===== config.mk =====
export PLATFORM = sky130hd
export DESIGN_NAME = sdpr_port
export DESIGN_NICKNAME = d
export VERILOG_FILES = /design/src/hw/sdpr_pkg.sv /design/src/hw/sdpr_addr_counter.sv /design/src/hw/sdpr_port.sv
export VERILOG_INCLUDE_DIRS = /design/src /design/src/hw
export SDC_FILE = /design/constraint.sdc
export NUM_CORES = 1
export LEC_CHECK = 0
export BUFFER_PORTS_ARGS = -buffer_cell sky130_fd_sc_hd__buf_4
export CORE_MARGIN = 5
export CORE_UTILIZATION = 30
export CTS_CLUSTER_DIAMETER = 100
export DETAILED_ROUTE_END_ITERATION = 10
export SKIP_LAST_GASP = 1
export SYNTH_ARGS = -nofsm -noshare
export SYNTH_HDL_FRONTEND = slang
export SYNTH_SLANG_ARGS = --single-unit

===== constraint.sdc =====
create_clock -name clock_in -period 1.5 [get_ports clock_in]
set_input_delay 0.3 -clock clock_in [delete_from_list [all_inputs] [get_ports clock_in]]
set_output_delay 0.3 -clock clock_in [all_outputs]
set_load 0.02 [all_outputs]

===== src/hw/sdpr_defines.svh =====
// widths, reset values and encodings for one synchronous dual-port ram port
`ifndef SDPR_DEFINES_SVH
`define SDPR_DEFINES_SVH

`define SDPR_ADDR_W     16
`define SDPR_DATA_W     8
`define SDPR_ADDR_ZERO  16'h0000
`define SDPR_DATA_ZERO  8'h00
`define SDPR_ADDR_ONE   16'h0001
`define SDPR_RW_READ    1'h1

`endif


===== src/hw/sdpr_pkg.sv =====
// types shared by the ram port and its address counter
`include "sdpr_defines.svh"

package sdpr_pkg;

  typedef logic [`SDPR_ADDR_W-1:0] sdpr_addr_t;
  typedef logic [`SDPR_DATA_W-1:0] sdpr_data_t;

  // output timing of the port, fixed by the strap
  typedef enum logic
  {
    SDPR_FLOW,
    SDPR_PIPE
  } sdpr_mode_t;

endpackage


===== src/hw/sdpr_addr_counter.sv =====
// internal address selection: external load, counter advance, hold and clear
`timescale 1ns/1ps
`default_nettype none
`include "sdpr_defines.svh"

module sdpr_addr_counter
  import sdpr_pkg::*;
(
  // clock and reset
  input  wire logic       clock_in,
  input  wire logic       nrst_in,
  // registered port controls
  input  wire sdpr_addr_t ext_addr_in,
  input  wire logic       address_strobe_n_in,
  input  wire logic       counter_advance_n_in,
  input  wire logic       counter_clear_n_in,
  // address used by the current access
  output sdpr_addr_t      addr_out
);

  sdpr_addr_t count_reg;
  sdpr_addr_t count_next;
  sdpr_addr_t addr_now;

  // clear beats load, load beats advance; the clear cycle itself uses zero
  always_comb
  begin
    if (!counter_clear_n_in)
      addr_now = `SDPR_ADDR_ZERO; // RL10
    else if (!address_strobe_n_in)
      addr_now = ext_addr_in; // RL8
    else if (!counter_advance_n_in)
      addr_now = sdpr_addr_t'(count_reg + `SDPR_ADDR_ONE); // RL9
    else
      addr_now = count_reg; // RL9
    count_next = addr_now;
    addr_out   = addr_now;
  end

  // counter remembers the address of the last access
  always_ff @(posedge clock_in)
  begin
    if (!nrst_in)
      count_reg <= `SDPR_ADDR_ZERO;
    else
      count_reg <= count_next;
  end

endmodule
`default_nettype wire


===== src/hw/sdpr_port.sv =====
// one port of a synchronous dual-port static ram: input registers and output control
//
// Function
// RL1 - strap high selects pipelined output timing
// RL2 - strap low selects flow-through output timing
// RL3 - controller keeps the strap static always; the bench changes it, but only while reset is held
// RL4 - output enable acts asynchronously, strap static
// RL5 - all other inputs registered on clock
// RL6 - deselect floats outputs after next edge
// RL7 - strobe low loads address every edge
// RL8 - internal address: external or counter
// RL9 - advance increments, otherwise address holds
// RL10 - counter clear accesses zero, no dead cycle
// RL11 - pipelined needs two selected cycles to reactivate
// RL12 - pipelined read data one cycle later
`timescale 1ns/1ps
`default_nettype none
`include "sdpr_defines.svh"

module sdpr_port
  import sdpr_pkg::*;
(
  // clock and reset
  input  wire logic       clock_in,
  input  wire logic       nrst_in,
  // static output timing strap, asynchronous
  input  wire logic       latency_mode_select_in,
  // synchronous port controls
  input  wire sdpr_addr_t addr_in,
  input  wire logic       rw_in,
  input  wire logic       chip_select_active_low_in,
  input  wire logic       chip_select_active_high_in,
  input  wire logic       address_strobe_n_in,
  input  wire logic       counter_advance_n_in,
  input  wire logic       counter_clear_n_in,
  // asynchronous output enable, active low
  input  wire logic       output_enable_n_in,
  // two-way data pin split into three signals
  input  wire sdpr_data_t data_in,
  output sdpr_data_t      data_out,
  output logic            data_oe_out,
  // memory array side
  output sdpr_addr_t      arr_addr_out,
  output logic            arr_wr_out,
  output sdpr_data_t      arr_wdata_out,
  input  wire sdpr_data_t arr_rdata_in
);

  // input registers
  sdpr_addr_t addr_reg,   addr_next;
  sdpr_data_t din_reg,    din_next;
  logic       rw_reg,     rw_next;
  logic       ce_n_reg,   ce_n_next;
  logic       ce_reg,     ce_next;
  logic       ads_n_reg,  ads_n_next;
  logic       cnt_n_reg,  cnt_n_next;
  logic       clr_n_reg,  clr_n_next;
  // strap synchroniser
  logic       mode_s1_reg, mode_s1_next;
  logic       mode_s2_reg, mode_s2_next;
  // output path
  sdpr_data_t stage_reg,  stage_next;
  sdpr_data_t dout_reg,   dout_next;
  logic       rd1_reg,    rd1_next;
  logic       drv_reg,    drv_next;

  sdpr_mode_t mode;
  logic       sel_now;
  logic       rd_now;

  // every synchronous pin is taken once at the rising edge
  always_comb
  begin
    addr_next    = addr_in; // RL5
    din_next     = data_in;
    rw_next      = rw_in;
    ce_n_next    = chip_select_active_low_in;
    ce_next      = chip_select_active_high_in;
    ads_n_next   = address_strobe_n_in; // RL7
    cnt_n_next   = counter_advance_n_in;
    clr_n_next   = counter_clear_n_in;
    // strap is a dc level but still crosses in through two flops
    mode_s1_next = latency_mode_select_in;
    mode_s2_next = mode_s1_reg;
  end

  always_ff @(posedge clock_in)
  begin
    if (!nrst_in)
    begin
      addr_reg    <= `SDPR_ADDR_ZERO;
      din_reg     <= `SDPR_DATA_ZERO;
      rw_reg      <= `SDPR_RW_READ;
      ce_n_reg    <= 1'h1;
      ce_reg      <= 1'h0;
      ads_n_reg   <= 1'h1;
      cnt_n_reg   <= 1'h1;
      clr_n_reg   <= 1'h1;
      // strap keeps shifting through reset so the mode has settled when reset lifts
      mode_s1_reg <= mode_s1_next;
      mode_s2_reg <= mode_s2_next;
    end
    else
    begin
      addr_reg    <= addr_next;
      din_reg     <= din_next;
      rw_reg      <= rw_next;
      ce_n_reg    <= ce_n_next;
      ce_reg      <= ce_next;
      ads_n_reg   <= ads_n_next;
      cnt_n_reg   <= cnt_n_next;
      clr_n_reg   <= clr_n_next;
      mode_s1_reg <= mode_s1_next;
      mode_s2_reg <= mode_s2_next;
    end
  end

  // address of the current access
  sdpr_addr_counter u_counter
  (
    .clock_in             (clock_in),
    .nrst_in              (nrst_in),
    .ext_addr_in          (addr_reg),
    .address_strobe_n_in  (ads_n_reg),
    .counter_advance_n_in (cnt_n_reg),
    .counter_clear_n_in   (clr_n_reg),
    .addr_out             (arr_addr_out)
  );

  // access decode from the registered enables
  assign mode          = mode_s2_reg ? SDPR_PIPE : SDPR_FLOW;
  assign sel_now       = !ce_n_reg && ce_reg;
  assign rd_now        = sel_now && (rw_reg == `SDPR_RW_READ);
  assign arr_wr_out    = sel_now && (rw_reg != `SDPR_RW_READ); // RL5
  assign arr_wdata_out = din_reg;

  // output path: flow-through loads the array word straight into the output
  // flop, pipelined passes it through one more register first
  always_comb
  begin
    stage_next = arr_rdata_in;
    rd1_next   = rd_now;
    case (mode)
      SDPR_FLOW:
      begin
        dout_next = arr_rdata_in; // RL2
        drv_next  = rd_now; // RL6
      end
      SDPR_PIPE:
      begin
        dout_next = stage_reg; // RL12
        drv_next  = rd1_reg && sel_now; // RL11
      end
      default:
      begin
        dout_next = dout_reg;
        drv_next  = 1'h0;
      end
    endcase
  end

  always_ff @(posedge clock_in)
  begin
    if (!nrst_in)
    begin
      stage_reg <= `SDPR_DATA_ZERO;
      dout_reg  <= `SDPR_DATA_ZERO;
      rd1_reg   <= 1'h0;
      drv_reg   <= 1'h0;
    end
    else
    begin
      stage_reg <= stage_next; // RL1
      dout_reg  <= dout_next;
      rd1_reg   <= rd1_next;
      drv_reg   <= drv_next;
    end
  end

  // output enable bypasses the clock so an asynchronous bus can release the pins
  assign data_out    = dout_reg;
  assign data_oe_out = drv_reg && !output_enable_n_in; // RL4
endmodule
`default_nettype wire


Word-level counts from Yosys, hierarchy flattened
Cells that the tools add are included.
- word-level logic and storage cells: 31
- input port bits: 42
- output and inout bits: 34
- register bits after elaboration: 66
- multiplexer cells: 6
- reductions and logical operators: 7
- bitwise gates (word level): 2
- $add $sub $neg: 1
- operators with widths (operator ; count):
    $mux 16 ; 3
    $add 16x1->16 const B ; 1
    $pmux 8 s2 ; 1
    $logic_and 1x1->1 ; 5
    $logic_not 1->1 ; 2
    $not 1->1 ; 2
    $pmux 1 s2 ; 1
    $mux 1 ; 1

Logic depth before layout (Yosys ltp)
- depth after elaboration: 4
- gate-level depth with buffers: 5
- gate-level depth less buffers: 5

By module
Synthesis repeated with hierarchy kept, for this count alone.
- cells, all modules: 242
- area total of the unflattened synthesis: 2508.7 um2
- modules (own cells, without submodules) (module ; times used ; area each (um2) ; cells each):
    sdpr_port ; 1 ; 1460.2 ; 115
    sdpr_addr_counter ; 1 ; 1048.5 ; 127

Least setup slack after synthesis
Ideal clock, no wire load.
- kind: register -> output
- start: register u_counter.count_reg[0]
- end: output arr_addr_out[8]
- setup slack: -0.559 ns
- arrival time: 1.759 ns
- path buffers: 0
- cell stages (with the launch flop): 6
- data required time: 1.200 ns
- cell sequence: dfxtp_1 ha_1 nand4b_2 or2_1 xor2_1 a211oi_1
- longest elaborated chain between the ends: 4
- ends and longest elaborated chain (item ; RTL line ; source):
    start: declaration ; sdpr_addr_counter.sv:21 ; sdpr_addr_t count_reg;
    start signal: assignment ; sdpr_addr_counter.sv:44 ; count_reg <= `SDPR_ADDR_ZERO;
    start signal: assignment ; sdpr_addr_counter.sv:46 ; count_reg <= count_next;
    $add 16x1->16 (no source line) ; -- ;
    $mux 16 ; sdpr_addr_counter.sv:32 ; else if (!counter_advance_n_in)
    $mux 16 ; sdpr_addr_counter.sv:30 ; else if (!address_strobe_n_in)
    $mux 16 ; sdpr_addr_counter.sv:28 ; if (!counter_clear_n_in)
    end: declaration ; sdpr_port.sv:43 ; output sdpr_addr_t arr_addr_out,
Every way passes these cells.

Final worst setup path
- start: register u_counter.count_reg[0]
- end: output arr_addr_out[9]
The elaborated chain is that of the path after synthesis.

==> key figures <==
Floorplan
  – Top Ports: 76
  – Core outline area: 8220 µm²
  – Die area: 10,300 µm²
  – Rows: 33
  – Die Height: 102 µm
  – Initial Util: 30.7%
  – Die W: 102 µm

Finish
  – Fin nets: 400
  – Fill count: 759
  – Register area: 1350 µm²
  – Area Growth Syn to Fin: 58.8%
  – Finished Layout Cells: 467
  – Final core utilization: 48.7%
  – N_diodes: 0
  – Share of cells above drive strength 1: 53.3%
  – Footprint of the multi-input gates: approximately 1400 µm²

Clock tree
  – CTS hold repair buffers: 0
  – Later-pin clock latency in the skew report: 0.34 ns
  – H-tree depth: 3
  – CTS max path bufs: 2
  – CTS root buffer: clkbuf_8
  – CTS clock-pin slew for the worst setup and hold paths: 0.09 ns
  – Total clock sinks: 66
  – CTS tree: done
  – Clock buffers created by TritonCTS: 9

Global routing
  – Global route overflow: 0
  – Antenna violations before repair: 0
  – All-Layer GR Usage: 12.8%
  – Vias in the first global route: 2,207
  – First-pass GRT wire length: 10,200 µm
  – Largest net degree at the start of global routing: 28

Routing
  – First-pass DRT Iterations: 4
  – Final WL: 6260 µm
  – Routed Antenna Nets: 0
  – Via/cell ratio: 4.45
  – Routed len/inst: between 10 and 15 µm
  – DR vias: 2,078
  – Number of DRC markers in iteration 0: 19
  – Number of remaining DRC errors: 0

Logic synthesis
  – Post-synthesis register bit count: 66
  – Sequential share of the synthesized area: a little over half
  – Average size of a mapped cell: between 10 and 15 µm²
  – Syn nets: between 200 and 300
  – Async SR Flop Fraction: 0%
  – Synth Warn #: 0
  – Cell Area, Synth: 2520 µm²
  – Post-synth EDFFs: 0
  – Post-synth top area cell: dfxtp_1
  – Netlist cell types: 37
  – Synth top area share: 52.4%
  – Synth Flop Type: dfxtp_1
  – Cell count after synthesis: 241
  – Synth area leaders: dfxtp_1 52%, and2_1 8.9%, mux2i_1 6.0%

Timing
  – Final Hold Vio Count: 0
  – Unrepaired setup endpoints after global routing: yes
  – TNS Setup: -7.98 ns
  – Final period utilization: 142%
  – Minimum clock period: 2.14 ns
  – Setup violations, final: 18
  – Setup ws final: -0.637 ns
  – Final Max Slew Viols: 0
  – Slew @ Worst Pin: 0.335 ns
  – Max_slew headroom: between 70% and 80%
  – Worst Skew: 0.00909 ns
  – Fmax: between 400 and 500 MHz

Worst setup path
  – Worst-path cell chain: nand4b_4 > buf_4 > buf_4 > o31a_1 > o21ai_2 > a21oi_2 > buf_6
  – Critical Path Sink Type: output pin
  – CP Data Arrival Time: between 1.5 and 2 ns
  – Startpoint types: flip-flop
  – CP max FO: 4
  – Max stage delay cell, worst path: dfxtp_4
  – Most frequent CP cell: buf_4
  – Worst path required time: 1.20 ns
  – CP Class: flip-flop to output pin
  – Worst path max stage delay: 0.38 ns

Pwr
  – Pleak: 0.00177 µW
  – Switching fraction of total power: 28.2%
  – Pwr Density: slightly below 1000 nW/µm²
  – Final Power: around 3900 µW
  – Net Sw Power: 1090 µW
  – Power share of the combinational group: 15.2%
  – Clk pwr share: a little over a third
  – Max IR drop VDD: 0.628 mV
  – Internal power: 2790 µW
  – Seq pwr share: 48.7%

Status
  – Failing checks: setup timing
  – Status: finished, violations left

Placed design
  – Inst Count DP: 439
  – Dpl hpwl: 4430 µm
  – PortBufs: between 70 and 80
  – GP Congestion: just under 0.8
  – Placement Setup Slack: -0.281 ns

Min path
  – Hold crit path type: primary input to flip-flop

Flow run
  – Maxcap violations: 0
## metal layers
layer / up-vias / track usage (%) / part of all wire (%)
met5: - / 0 / 0
met2: 63 / 21.1 / 47
li1: 1046 / - / -
met3: 7 / 7.64 / 10
met4: 0 / 2.66 / 1.1
met1: 962 / 14.1 / 42
## final timing paths
check	startpoint	endpoint	slack, ns	depth (start not counted)
max	u_counter.count_reg[0]	arr_addr_out[9]	-0.64	7
min	latency_mode_select_in	mode_s1_reg	0.05	1
max reg2reg	u_counter.count_reg[3]	u_counter.count_reg[13]	-0.05	6
min reg2reg	mode_s1_reg	mode_s2_reg	0.34	0
## layout make-up
cell class / instances / share of cell area, %
clock buffer: 9 / 3.10
inverter: 1 / 0.0938
multi-input combinational: 161 / 34.9
clock inverter: 7 / 1.50
tap: 105 / 3.28
sequential: 66 / 33.6
timing repair buffer: 118 / 23.5
## through the flow
stage	hold slack (ns)	area [µm²]
global placement	0.316	3550
finish	0.0515	4000
CTS	0.0319	3880
global route	0.0254	4000
detailed placement	0.320	3550
floorplan	0.310	2660
## Yosys cell counts, drive strengths merged (2+ instances only)
library cell  number
dfxtp             66
and2              36
nor2              18
mux2i             15
a211oi            14
nor2b             12
clkbuf             9
nand2              9
nor3               9
nand2b             8
xnor2              7
a21oi              6
buf                4
nand4              4
nand4b             4
nor4               4
o41ai              2
or3                2
xor2               2
## cell families (layout without fill, tap and decap cells)
kind of cell,Yosys count,count (layout),synth area share (%)
muxes,15,15,5.96
buffers and inverters,14,135,2.48
DFF,66,66,52.4
adders and majority gates,1,1,0.496
and+or+nand+nor,110,110,28.1
AOI/OAI and AO/OA,26,26,7.45
xor gates and xnor gates,9,9,3.13
## power by group through the flow
stage | clock (µW) | sequential [µW] | combinational [µW]
2_1_floorplan | 0 | 1950 | 265
3_3_place_gp | 0 | 1930 | 551
3_5_place_dp | 0 | 1930 | 557
4_1_cts | 1470 | 1890 | 585
5_1_grt | 1550 | 1900 | 643
6_report | 1400 | 1890 | 589
## critical path, delay by kind of cell, from the launching register on
family	cells	cell delay [ns]
DFF	1	0.38
and+or+nand+nor	1	0.13
AOI/OAI and AO/OA	3	0.54
buffers and inverters	3	0.44
## repair_timing
action                                  4_1_cts  5_1_grt
pin swaps                                    14        9
endpoints found under the setup margin       18       23
setup buffers                                 7        8
resized for setup                            26       15
endpoints found under the hold margin         0        0
## cells in the final DEF, fill, tap and decap left out, types with 3 or more instances in the layout
cell        instances
a211oi_1            6
a211oi_2            3
a211oi_4            5
a21oi_2             3
and2_1             36
buf_4             108
buf_6               8
clkbuf_8            9
clkinvlp_4          3
dfxtp_1            52
dfxtp_2            11
dfxtp_4             3
inv_6               3
mux2i_1            12
mux2i_2             3
nand2_1             9
nand2b_1            8
nand4_1             3
nor2_1             16
nor2b_1             9
nor3_2              7
nor4_4              3
xnor2_1             4
xnor2_2             3
(Power assumes the default switching activity.)
